--- config.mk ---
export PLATFORM = sky130hd
export DESIGN_NAME = flash_cmd_core
export DESIGN_NICKNAME = d
export VERILOG_FILES = /design/src/flash_cmd_pkg.sv /design/src/byte_fifo.sv /design/src/flash_cmd_core.sv
export SDC_FILE = /design/constraint.sdc
export NUM_CORES = 1
export LEC_CHECK = 0
export BUFFER_PORTS_ARGS = -buffer_cell sky130_fd_sc_hd__buf_2
export CORE_ASPECT_RATIO = 0.6
export CORE_MARGIN = 8
export CORE_UTILIZATION = 35
export DETAILED_ROUTE_END_ITERATION = 10
export PLACE_DENSITY = 0.53
export SYNTH_ARGS = -nofsm -noshare
export SYNTH_HDL_FRONTEND = slang
export SYNTH_HIERARCHICAL = 1
export SYNTH_SLANG_ARGS = --single-unit
--- constraint.sdc ---
create_clock -name clk_sys_i -period 4.8 [get_ports clk_sys_i]
set_input_delay 0.96 -clock clk_sys_i [delete_from_list [all_inputs] [get_ports clk_sys_i]]
set_output_delay 0.96 -clock clk_sys_i [all_outputs]
set_load 0.02 [all_outputs]
--- src/flash_cmd_pkg.sv ---
// opcodes, field positions, reset values and timing for the flash command core
package flash_cmd_pkg;
  // opcodes
  localparam logic [7:0] OP_DIE_SEL  = 8'hc2;
  localparam logic [7:0] OP_DIE_RD   = 8'hf8;
  localparam logic [7:0] OP_WL_SET   = 8'h06;
  localparam logic [7:0] OP_WL_CLR   = 8'h04;
  localparam logic [7:0] OP_VOL_EN   = 8'h50;
  localparam logic [7:0] OP_SR1_RD   = 8'h05;
  localparam logic [7:0] OP_SR2_RD   = 8'h35;
  localparam logic [7:0] OP_SR3_RD   = 8'h15;
  localparam logic [7:0] OP_SR1_WR   = 8'h01;
  localparam logic [7:0] OP_SR2_WR   = 8'h31;
  localparam logic [7:0] OP_SR3_WR   = 8'h11;
  localparam logic [7:0] OP_EXT_RD   = 8'hc8;
  localparam logic [7:0] OP_EXT_UA   = 8'hc5;
  localparam logic [7:0] OP_EXT_CFG  = 8'h56;
  localparam logic [7:0] OP_READ3    = 8'h03;
  localparam logic [7:0] OP_READ4    = 8'h13;
  // reset values
  localparam logic [7:0]  DIE_RST    = 8'h00;
  localparam logic [7:0]  EXT_RST    = 8'h00;
  localparam logic [23:0] STATUS_RST = 24'h000000;
  // status bits that a status write never touches
  localparam logic [23:0] STATUS_FIXED = 24'h0c8703;
  // field positions
  localparam int BIT_WIP    = 0;
  localparam int BIT_WEL    = 1;
  localparam int EXT_UA_BIT = 0;
  localparam int EXT_CFG_LO = 2;
  localparam int EXT_CFG_HI = 5;
  // byte and bit counts
  localparam logic [2:0] BIT_LAST     = 3'h7;
  localparam logic [2:0] ADDR_BYTES3  = 3'h3;
  localparam logic [2:0] ADDR_BYTES4  = 3'h4;
  localparam logic [2:0] WSR_ONE      = 3'h1;
  localparam logic [2:0] WSR_TWO      = 3'h2;
  localparam logic [7:0] FILL_BYTE    = 8'hff;
  // timing: plain default for the self-timed status write
  localparam int CLK_PERIOD_NS        = 5;
  localparam int STATUS_WRITE_TIME_NS = 2000000;
  localparam int STATUS_WRITE_CYCLES  = STATUS_WRITE_TIME_NS / CLK_PERIOD_NS;
  // command sequencer states
  typedef enum logic [2:0] {
    ST_OPC  = 3'h0,
    ST_DIE  = 3'h1,
    ST_ADDR = 3'h2,
    ST_OUT  = 3'h3,
    ST_WSR  = 3'h4,
    ST_WEXT = 3'h5,
    ST_DONE = 3'h6,
    ST_SKIP = 3'h7
  } cmd_state_t;
endpackage

--- src/byte_fifo.sv ---
// small flip-flop fifo with valid/ready on both sides and a flush
`timescale 1ns/1ps
module byte_fifo #(
  parameter int WIDTH = 8,
  parameter int DEPTH = 4
) (
  // clock and reset
  input  wire logic             clk_sys_i,
  input  wire logic             rst_n_i,
  input  wire logic             flush_i,
  // fill side
  input  wire logic             in_valid_i,
  input  wire logic [WIDTH-1:0] in_data_i,
  output logic                  in_ready_o,
  // drain side
  output logic                  out_valid_o,
  output logic [WIDTH-1:0]      out_data_o,
  input  wire logic             out_ready_i
);
  localparam int PW = $clog2(DEPTH);
  localparam int CW = $clog2(DEPTH + 1);

  logic [WIDTH-1:0] mem_q [DEPTH];  // entries
  logic [PW-1:0]    wr_q, wr_d;     // write index
  logic [PW-1:0]    rd_q, rd_d;     // read index
  logic [CW-1:0]    cnt_q, cnt_d;   // fill level
  logic             push, pop;

  assign in_ready_o  = (cnt_q != CW'(DEPTH));
  assign out_valid_o = (cnt_q != '0);
  assign out_data_o  = mem_q[rd_q];
  assign push        = in_valid_i && in_ready_o;
  assign pop         = out_valid_o && out_ready_i;

  // pointer and level update
  always_comb begin
    wr_d  = wr_q;
    rd_d  = rd_q;
    cnt_d = cnt_q;
    if (flush_i) begin
      wr_d  = '0;
      rd_d  = '0;
      cnt_d = '0;
    end else begin
      if (push) wr_d = (wr_q == PW'(DEPTH - 1)) ? '0 : wr_q + PW'(1);
      if (pop) rd_d = (rd_q == PW'(DEPTH - 1)) ? '0 : rd_q + PW'(1);
      cnt_d = cnt_q + CW'(push) - CW'(pop);
    end
  end

  always_ff @(posedge clk_sys_i) begin
    if (!rst_n_i) begin
      wr_q  <= '0;
      rd_q  <= '0;
      cnt_q <= '0;
    end else begin
      wr_q  <= wr_d;
      rd_q  <= rd_d;
      cnt_q <= cnt_d;
    end
  end

  // one storage word per entry
  for (genvar i = 0; i < DEPTH; i++) begin : g_ent
    always_ff @(posedge clk_sys_i) begin
      if (push && !flush_i && wr_q == PW'(i)) mem_q[i] <= in_data_i;
    end
  end
endmodule

--- src/flash_cmd_core.sv ---
// serial command decoder of one die in a stacked serial nor flash
`timescale 1ns/1ps
module flash_cmd_core #(
  parameter logic [7:0] DIE_NUM             = 8'h00,
  parameter int         STATUS_WRITE_CYCLES = flash_cmd_pkg::STATUS_WRITE_CYCLES,
  parameter int         ADDR_W              = 32,
  parameter int         FIFO_DEPTH          = 4
) (
  // clock and reset
  input  wire logic              clk_sys_i,
  input  wire logic              rst_n_i,
  // serial pins
  input  wire logic              sclk_i,
  input  wire logic              cs_n_i,
  input  wire logic              si_i,
  output logic                   so_o,
  output logic                   so_oe_o,
  // control and status
  input  wire logic              addr4_mode_i,
  input  wire logic              soft_reset_i,
  input  wire logic              array_busy_i,
  input  wire logic              array_done_i,
  output logic [7:0]             active_die_o,
  output logic                   write_latch_flag_o,
  output logic                   op_in_progress_flag_o,
  output logic                   write_allowed_o,
  output logic [23:0]            status_o,
  output logic                   upper_address_bit_o,
  output logic [3:0]             ext_config_bits_o,
  // array read port
  output logic                   array_req_o,
  output logic [ADDR_W-1:0]      array_addr_o,
  input  wire logic              array_valid_i,
  input  wire logic [7:0]        array_data_i,
  output logic                   array_ready_o
);
  //////////////////////////////////////////////////////////////////////////
  // pin synchronisers and edge detection
  logic [2:0] sy1_q;  // first stage, read by sy2_q only
  logic [2:0] sy2_q;  // {si, cs_n, sclk}
  logic [1:0] del_q;  // delayed cs_n, sclk
  logic       sck_rise, sck_fall, cs_rise, cs_low, si_s;

  always_ff @(posedge clk_sys_i) begin
    if (!rst_n_i) begin
      sy1_q <= 3'h2;
      sy2_q <= 3'h2;
      del_q <= 2'h2;
    end else begin
      sy1_q <= {si_i, cs_n_i, sclk_i};
      sy2_q <= sy1_q;
      del_q <= sy2_q[1:0];
    end
  end

  assign sck_rise = sy2_q[0] && !del_q[0];
  assign sck_fall = !sy2_q[0] && del_q[0];
  assign cs_rise  = sy2_q[1] && !del_q[1];
  assign cs_low   = !sy2_q[1];
  assign si_s     = sy2_q[2];

  //////////////////////////////////////////////////////////////////////////
  // state
  flash_cmd_pkg::cmd_state_t state_q, state_d;
  logic [7:0]        cmd_q, cmd_d;        // current opcode
  logic [7:0]        in_sr_q, in_sr_d;    // input shifter
  logic [2:0]        bit_q, bit_d;        // bit within byte
  logic [2:0]        nb_q, nb_d;          // bytes after opcode
  logic [31:0]       addr_q, addr_d;      // address shifter
  logic [15:0]       wdat_q, wdat_d;      // status write data
  logic [7:0]        ob_q, ob_d;          // byte being shifted out
  logic [2:0]        oc_q, oc_d;          // output bit index
  logic              so_q, so_d;
  logic              oe_q, oe_d;
  logic [7:0]        die_q, die_d;        // active die number
  logic              wel_q, wel_d;        // write latch flag
  logic              vol_q, vol_d;        // volatile enable armed
  logic [23:0]       sr_q, sr_d;          // status storage
  logic [23:0]       pend_q, pend_d;      // value waiting for timed write
  logic              wbusy_q, wbusy_d;    // timed write running
  logic [31:0]       wcnt_q, wcnt_d;
  logic [7:0]        ext_q, ext_d;        // extended register
  logic              req_q, req_d;        // array read open
  logic [ADDR_W-1:0] ra_q, ra_d;          // array read address

  // combinational helpers
  logic [7:0]  in_byte;
  logic        byte_done, die_act, op_in_progress_flag, wsr_ok, wsr_go, wel_set, wel_clr;
  logic        four_b, wsr_last;
  logic [31:0] addr_nx;
  logic [23:0] view, wval;
  logic [7:0]  src, cur;
  logic [2:0]  need;
  logic        f_pop, f_valid, f_in_ready;
  logic [7:0]  f_data;

  assign in_byte   = {in_sr_q[6:0], si_s};
  assign byte_done = sck_rise && bit_q == flash_cmd_pkg::BIT_LAST;
  assign die_act   = (die_q == DIE_NUM);
  assign op_in_progress_flag       = wbusy_q || array_busy_i;
  assign wsr_last  = wbusy_q && wcnt_q == 32'(STATUS_WRITE_CYCLES - 1);
  assign addr_nx   = {addr_q[30:0], si_s};
  assign four_b    = addr4_mode_i || cmd_q == flash_cmd_pkg::OP_READ4;
  assign need      = four_b ? flash_cmd_pkg::ADDR_BYTES4 : flash_cmd_pkg::ADDR_BYTES3;

  // live status: bit 0 busy, bit 1 write latch
  always_comb begin
    view = sr_q;
    view[flash_cmd_pkg::BIT_WIP] = op_in_progress_flag;
    view[flash_cmd_pkg::BIT_WEL] = wel_q;
  end

  // status write legality and merged value
  always_comb begin
    wsr_ok = 1'b0;
    wval   = sr_q;
    unique case (cmd_q)
      flash_cmd_pkg::OP_SR1_WR: begin
        if (nb_q == flash_cmd_pkg::WSR_ONE) begin
          wsr_ok = 1'b1;
          wval[7:0] = wdat_q[7:0];
        end else if (nb_q == flash_cmd_pkg::WSR_TWO) begin
          // first byte in goes to register one, second to register two
          wsr_ok = 1'b1;
          wval[7:0]  = wdat_q[15:8];
          wval[15:8] = wdat_q[7:0];
        end
      end
      flash_cmd_pkg::OP_SR2_WR: begin
        wsr_ok = (nb_q == flash_cmd_pkg::WSR_ONE);
        wval[15:8] = wdat_q[7:0];
      end
      flash_cmd_pkg::OP_SR3_WR: begin
        wsr_ok = (nb_q == flash_cmd_pkg::WSR_ONE);
        wval[23:16] = wdat_q[7:0];
      end
      default: wsr_ok = 1'b0;
    endcase
    // fixed bits keep their stored value
    wval = (sr_q & flash_cmd_pkg::STATUS_FIXED) | (wval & ~flash_cmd_pkg::STATUS_FIXED);
  end

  // a status write counts only on a byte boundary, with latch or volatile enable
  assign wsr_go = cs_rise && state_q == flash_cmd_pkg::ST_WSR && bit_q == '0
                  && wsr_ok && (wel_q || vol_q);

  // source of the next outgoing byte
  always_comb begin
    f_pop = 1'b0;
    unique case (cmd_q)
      flash_cmd_pkg::OP_DIE_RD: src = die_q;
      flash_cmd_pkg::OP_SR1_RD: src = view[7:0];
      flash_cmd_pkg::OP_SR2_RD: src = view[15:8];
      flash_cmd_pkg::OP_SR3_RD: src = view[23:16];
      flash_cmd_pkg::OP_EXT_RD: src = ext_q;
      default: begin
        // array data; an empty fifo sends filler
        src   = f_valid ? f_data : flash_cmd_pkg::FILL_BYTE;
        f_pop = sck_fall && state_q == flash_cmd_pkg::ST_OUT && oc_q == flash_cmd_pkg::BIT_LAST
                && cs_low;
      end
    endcase
    cur = (oc_q == flash_cmd_pkg::BIT_LAST) ? src : ob_q;
  end

  // write latch: set wins over any clear in the same cycle
  assign wel_set = cs_rise && state_q == flash_cmd_pkg::ST_DONE
                   && cmd_q == flash_cmd_pkg::OP_WL_SET;
  assign wel_clr = (cs_rise && state_q == flash_cmd_pkg::ST_DONE
                    && cmd_q == flash_cmd_pkg::OP_WL_CLR && !op_in_progress_flag)
                   || wsr_last || array_done_i;

  //////////////////////////////////////////////////////////////////////////
  // command sequencer next state
  always_comb begin
    state_d = state_q;
    cmd_d   = cmd_q;
    in_sr_d = in_sr_q;
    bit_d   = bit_q;
    nb_d    = nb_q;
    addr_d  = addr_q;
    wdat_d  = wdat_q;
    ob_d    = ob_q;
    oc_d    = oc_q;
    so_d    = so_q;
    die_d   = die_q;
    vol_d   = vol_q;
    ext_d   = ext_q;
    req_d   = req_q;
    ra_d    = ra_q;
    if (cs_rise) begin
      // frame end: drop partial work and rearm
      state_d = flash_cmd_pkg::ST_OPC;
      bit_d   = '0;
      nb_d    = '0;
      oc_d    = flash_cmd_pkg::BIT_LAST;
      req_d   = 1'b0;
      if (state_q == flash_cmd_pkg::ST_DONE && cmd_q == flash_cmd_pkg::OP_VOL_EN) vol_d = 1'b1;
      if (wsr_go) vol_d = 1'b0;
    end else if (cs_low) begin
      if (sck_rise) begin
        in_sr_d = in_byte;
        bit_d   = bit_q + 3'h1;
        unique case (state_q)
          flash_cmd_pkg::ST_OPC: begin
            if (byte_done) begin
              cmd_d = in_byte;
              nb_d  = '0;
              oc_d  = flash_cmd_pkg::BIT_LAST;
              if (!(in_byte == flash_cmd_pkg::OP_SR1_WR || in_byte == flash_cmd_pkg::OP_SR2_WR
                    || in_byte == flash_cmd_pkg::OP_SR3_WR)) vol_d = 1'b0;
              if (!die_act) begin
                state_d = (in_byte == flash_cmd_pkg::OP_DIE_SEL) ? flash_cmd_pkg::ST_DIE
                                                                 : flash_cmd_pkg::ST_SKIP;
              end else begin
                unique case (in_byte)
                  flash_cmd_pkg::OP_DIE_SEL: state_d = flash_cmd_pkg::ST_DIE;
                  flash_cmd_pkg::OP_DIE_RD, flash_cmd_pkg::OP_SR1_RD,
                  flash_cmd_pkg::OP_SR2_RD, flash_cmd_pkg::OP_SR3_RD,
                  flash_cmd_pkg::OP_EXT_RD: state_d = flash_cmd_pkg::ST_OUT;
                  flash_cmd_pkg::OP_WL_SET, flash_cmd_pkg::OP_WL_CLR,
                  flash_cmd_pkg::OP_VOL_EN: state_d = flash_cmd_pkg::ST_DONE;
                  flash_cmd_pkg::OP_SR1_WR, flash_cmd_pkg::OP_SR2_WR,
                  flash_cmd_pkg::OP_SR3_WR: state_d = flash_cmd_pkg::ST_WSR;
                  flash_cmd_pkg::OP_EXT_UA,
                  flash_cmd_pkg::OP_EXT_CFG: state_d = flash_cmd_pkg::ST_WEXT;
                  flash_cmd_pkg::OP_READ3, flash_cmd_pkg::OP_READ4:
                    state_d = op_in_progress_flag ? flash_cmd_pkg::ST_SKIP : flash_cmd_pkg::ST_ADDR;
                  default: state_d = flash_cmd_pkg::ST_SKIP;
                endcase
              end
            end
          end
          flash_cmd_pkg::ST_DIE: begin
            if (byte_done) begin
              die_d   = in_byte;
              state_d = flash_cmd_pkg::ST_SKIP;
            end
          end
          flash_cmd_pkg::ST_ADDR: begin
            addr_d = addr_nx;
            if (byte_done) begin
              nb_d = nb_q + 3'h1;
              if (nb_q + 3'h1 == need) begin
                // upper bit only extends three-byte addresses
                ra_d    = four_b ? ADDR_W'(addr_nx)
                                 : ADDR_W'({ext_q[flash_cmd_pkg::EXT_UA_BIT], addr_nx[23:0]});
                req_d   = 1'b1;
                state_d = flash_cmd_pkg::ST_OUT;
              end
            end
          end
          flash_cmd_pkg::ST_WSR: begin
            wdat_d = {wdat_q[14:0], si_s};
            if (byte_done && nb_q != flash_cmd_pkg::ADDR_BYTES3) nb_d = nb_q + 3'h1;
          end
          flash_cmd_pkg::ST_WEXT: begin
            if (byte_done) begin
              if (cmd_q == flash_cmd_pkg::OP_EXT_UA)
                ext_d[flash_cmd_pkg::EXT_UA_BIT] = in_byte[flash_cmd_pkg::EXT_UA_BIT];
              else
                ext_d[flash_cmd_pkg::EXT_CFG_HI:flash_cmd_pkg::EXT_CFG_LO] =
                  in_byte[flash_cmd_pkg::EXT_CFG_HI:flash_cmd_pkg::EXT_CFG_LO];
              state_d = flash_cmd_pkg::ST_SKIP;
            end
          end
          // extra bits spoil a lone opcode
          flash_cmd_pkg::ST_DONE: state_d = flash_cmd_pkg::ST_SKIP;
          flash_cmd_pkg::ST_OUT, flash_cmd_pkg::ST_SKIP: state_d = state_q;
        endcase
      end
      // output side changes on falling serial clock
      if (sck_fall && state_q == flash_cmd_pkg::ST_OUT) begin
        so_d = cur[oc_q];
        if (oc_q == flash_cmd_pkg::BIT_LAST) ob_d = src;
        oc_d = oc_q - 3'h1;
      end
    end
    // array address steps once per byte taken in
    if (req_q && array_valid_i && f_in_ready && !cs_rise) ra_d = ra_q + ADDR_W'(1);
    if (soft_reset_i) ext_d = flash_cmd_pkg::EXT_RST;
    oe_d = !cs_rise && state_d == flash_cmd_pkg::ST_OUT && die_act;
  end

  // status, write latch and timed write
  always_comb begin
    sr_d    = sr_q;
    pend_d  = pend_q;
    wbusy_d = wbusy_q;
    wcnt_d  = wcnt_q;
    wel_d   = wel_q;
    if (wbusy_q) begin
      wcnt_d = wcnt_q + 32'h1;
      if (wsr_last) begin
        sr_d    = pend_q;
        wbusy_d = 1'b0;
      end
    end
    if (wsr_go) begin
      if (vol_q) begin
        sr_d = wval;
      end else begin
        pend_d  = wval;
        wbusy_d = 1'b1;
        wcnt_d  = '0;
      end
    end
    if (wel_clr) wel_d = 1'b0;
    if (wel_set) wel_d = 1'b1;
  end

  always_ff @(posedge clk_sys_i) begin
    if (!rst_n_i) begin
      state_q <= flash_cmd_pkg::ST_OPC;
      cmd_q   <= '0;
      in_sr_q <= '0;
      bit_q   <= '0;
      nb_q    <= '0;
      addr_q  <= '0;
      wdat_q  <= '0;
      ob_q    <= '0;
      oc_q    <= flash_cmd_pkg::BIT_LAST;
      so_q    <= 1'b0;
      oe_q    <= 1'b0;
      die_q   <= flash_cmd_pkg::DIE_RST;
      wel_q   <= 1'b0;
      vol_q   <= 1'b0;
      sr_q    <= flash_cmd_pkg::STATUS_RST;
      pend_q  <= flash_cmd_pkg::STATUS_RST;
      wbusy_q <= 1'b0;
      wcnt_q  <= '0;
      ext_q   <= flash_cmd_pkg::EXT_RST;
      req_q   <= 1'b0;
      ra_q    <= '0;
    end else begin
      state_q <= state_d;
      cmd_q   <= cmd_d;
      in_sr_q <= in_sr_d;
      bit_q   <= bit_d;
      nb_q    <= nb_d;
      addr_q  <= addr_d;
      wdat_q  <= wdat_d;
      ob_q    <= ob_d;
      oc_q    <= oc_d;
      so_q    <= so_d;
      oe_q    <= oe_d;
      die_q   <= die_d;
      wel_q   <= wel_d;
      vol_q   <= vol_d;
      sr_q    <= sr_d;
      pend_q  <= pend_d;
      wbusy_q <= wbusy_d;
      wcnt_q  <= wcnt_d;
      ext_q   <= ext_d;
      req_q   <= req_d;
      ra_q    <= ra_d;
    end
  end

  //////////////////////////////////////////////////////////////////////////
  // read data buffer; a full buffer holds the array off
  byte_fifo #(.WIDTH(8), .DEPTH(FIFO_DEPTH)) u_fifo (
    .clk_sys_i   (clk_sys_i),
    .rst_n_i     (rst_n_i),
    .flush_i     (cs_rise || !req_q),
    .in_valid_i  (array_valid_i && req_q),
    .in_data_i   (array_data_i),
    .in_ready_o  (f_in_ready),
    .out_valid_o (f_valid),
    .out_data_o  (f_data),
    .out_ready_i (f_pop)
  );

  // outputs
  assign so_o                  = so_q;
  assign so_oe_o               = oe_q;
  assign active_die_o          = die_q;
  assign write_latch_flag_o    = wel_q;
  assign op_in_progress_flag_o = op_in_progress_flag;
  assign write_allowed_o       = wel_q && !op_in_progress_flag;
  assign status_o              = view;
  assign upper_address_bit_o   = ext_q[flash_cmd_pkg::EXT_UA_BIT];
  assign ext_config_bits_o     = ext_q[flash_cmd_pkg::EXT_CFG_HI:flash_cmd_pkg::EXT_CFG_LO];
  assign array_req_o           = req_q;
  assign array_addr_o          = ra_q;
  assign array_ready_o         = f_in_ready && req_q;
endmodule

==> impl_metrics.py <==
metrics = {
    "drt": {
        "dr.pass1.iters": 7,
        "antenna_left": 0,
        "avgRoutedWirePerCell_um": 18.1,
        "wl_um": 34400,
        "viasPerCell": 5.37,
        "initialDrtViolationCount": 1075,
        "post-route-drc-count": 0,
        "vias": 10200,
    },
    "timing": {
        "rsz0062_at_grt": "no",
        "fin_skew_ns": 0.0113,
        "fin_ws_ns": 1.18,
        "hold_slack_ns": 0.405,
        "fin_crit_sh_pct": 75.4,
        "hold_violations": 0,
        "tns_ns": 0,
        "max_freq_mhz": 276,
        "period_needed_ns": 3.62,
        "worst_pin_slew_ns": 1.08,
        "setup_viol": 0,
        "relSlewSlack_pct": 27.9,
        "drv_slew": 0,
    },
    "synthesis": {
        "syn_area_per_cell_um2": 8.69,
        "yosysSeqAreaShare_pct": 46.0,
        "synth_edf_count": 32,
        "netlist.area_leader.share_pct": 38.0,
        "syn-num-nets": 1408,
        "synthTopCellsByCount": "dfxtp_1, nand2_1, nor2_1",
        "synthFlopType": "dfxtp_1",
        "yosysTopAreaCell": "dfxtp_1",
        "synth_area_leaders": "dfxtp_1, edfxtp_1, nand2_1",
        "synth_area_um2": 11900,
        "synthCells": 1371,
        "async_flop_share_pct": 0,
        "synthDistinctLibCells": 81,
        "yosysWarningCount": 6,
        "yosysMostFrequentCell": "dfxtp_1",
        "ys_seq_elements": 258,
    },
    "critical_path": {
        "path_common_cell": "inv_1",
        "slowest_stage": "or4b_4",
        "crit_family": "simple AND/OR/NAND/NOR gates",
        "crit_fanout": 9,
        "critPathBufInv": 3,
        "worstPathRequired_ns": 5.26,
        "crit_chain": "or4b_4 > or3b_1 > a22oi_1 > nor2_1 > o31ai_1 > inv_1 > ha_1 > inv_1 > ha_1 > inv_1 > fa_1 > xor2_1 > and2_2 > nor3_1",
        "slowest_delay_ns": 0.56,
        "crit_path_start_kind": "flop",
        "critical_path_class": "reg2reg",
        "worstSetupEndpointType": "flop",
        "critical_path_arrival_ns": 4.08,
    },
    "clock_network": {
        "cts_sinks": 258,
        "hold_buffers": 0,
        "post_cts_buffers": 0,
        "path_clk_slew_ns": 0.06,
        "cts_resized": 0,
        "cts_made_buffers": 26,
        "clock_latency_ns": 0.54,
        "cts_tree": "yes",
        "cts_root_buf": "clkbuf_16",
        "clock_path_buffers": 3,
        "htreeDepth": 1,
    },
    "global_routing": {
        "antenna_found_initial": 0,
        "grt_pass1_wl_um": 55200,
        "track_usage_pct": 16.8,
        "grt_pass1_vias": 9355,
        "grt_max_degree": 69,
        "grt_overflow": 0,
    },
    "outcome": {
        "status": "finished, final reports clean",
    },
    "die": {
        "core.rowCount": 52,
        "coreArea_um2": 33600,
        "die_y_um": 159,
        "die_w_um": 254,
        "die_area_um2": 40400,
        "start_util_pct": 35.4,
        "io_pins": 94,
    },
    "placed_design": {
        "io_buffers": 93,
        "place.gp.congestion": 0.920,
        "dp.final_hpwl_um": 25100,
        "dpl_worst_slack_ns": 1.19,
        "dp_cells": 1855,
        "dpl-instance-area_um2": 12700,
    },
    "flow_run": {
        "cap_viol_max_count": 0,
    },
    "cells_and_area": {
        "drive_above_1_share_pct": 12.9,
        "fin_nets": 1461,
        "finalInstanceArea_um2": 13600,
        "finalNonFillerCells": 1900,
        "syn2layout_area_growth_pct": 14.1,
        "fin_util_pct": 40.4,
        "insertedDiodeCount": 0,
    },
    "worst_hold_path": {
        "hp-class": "reg2reg",
    },
    "power_and_ir_drop": {
        "finalPower_mw": 4.35,
        "irDropWorstVdd_mv": 0.237,
        "p_per_area_nw_per_um2": 320,
        "total_leakage_power_nw": 4.83,
    },
}
-- flip-flops by register name, indices dropped and copies added (netlist names), 16 cells and up, named ones only --
register,cells
addr_q,31
array_addr_o,32
pend_q,22
sr_q,22
u_fifo/mem_q,32
wcnt_q,32
wdat_q,16
-- cell families after synthesis --
logic type | Yosys count | synth area share (%)
simple gates | 589 | 23.7
compound gates | 283 | 15.0
flops | 258 | 46.0
buf+inv | 127 | 4.55
mux | 66 | 6.50
xor+xnor | 29 | 2.13
fa+ha+maj | 19 | 2.06
-- worst reg2reg max path: cells and delay by family (launching register included) --
kind            cells  cell delay (ns)
compound gates      2             0.50
simple gates        5             1.50
xor+xnor            1             0.16
fa+ha+maj           3             0.78
buf+inv             3             0.21
flops               1             0.39
-- layer usage --
metal	up-vias	GRT usage [%]	routed length, µm
met5	-	0	0
met4	0	2.67	552
met3	45	4.21	2600
met2	333	23.0	13700
met1	4848	26.2	17600
li1	4969	-	-
-- power by group --
group	total, mW	switching [mW]	internal [mW]
Clock	2.09	0.874	1.22
Sequential	2.19	0.00328	2.18
Combinational	0.0668	0.0493	0.0175
Total	4.35	0.927	3.42
-- final timing paths --
path                    startpoint                         end  slack [ns]  depth (start not counted)
max          cmd_q[7]$_SDFFE_PN0P_  u_fifo/cnt_q[2]$_SDFF_PP0_        1.18                         14
min            sy1_q[1]$_SDFF_PN1_         sy2_q[1]$_SDFF_PN1_        0.41                          1
max reg2reg  cmd_q[7]$_SDFFE_PN0P_  u_fifo/cnt_q[2]$_SDFF_PP0_        1.18                         14
min reg2reg    sy1_q[1]$_SDFF_PN1_         sy2_q[1]$_SDFF_PN1_        0.41                          1
-- layout by cell type, fill, tap and decap left out, types with 16 or more instances in the layout --
cell type,synthesis,layout
dfxtp_1,226,226
nand2_1,200,200
nor2_1,164,164
a21oi_1,119,119
buf_2,16,93
mux2i_1,49,49
inv_1,41,40
o21ai_0,40,40
nor3_1,34,32
nand3_1,32,32
edfxtp_1,32,32
clkbuf_16,0,27
and2_1,26,26
ha_1,18,18
nand4_1,17,17
buf_4,8,17
a22oi_1,16,16
o221ai_1,16,16
a211oi_1,16,16
-- cell type report --
type / instances / area (µm²)
fill: 3378 / 20100
multi-input combinational: 986 / 5900
sequential: 258 / 5490
clock buffer: 34 / 722
timing repair buffer: 111 / 613
tap: 459 / 574
inverter: 41 / 156
clock inverter: 11 / 140
(Power assumes the default switching activity.)
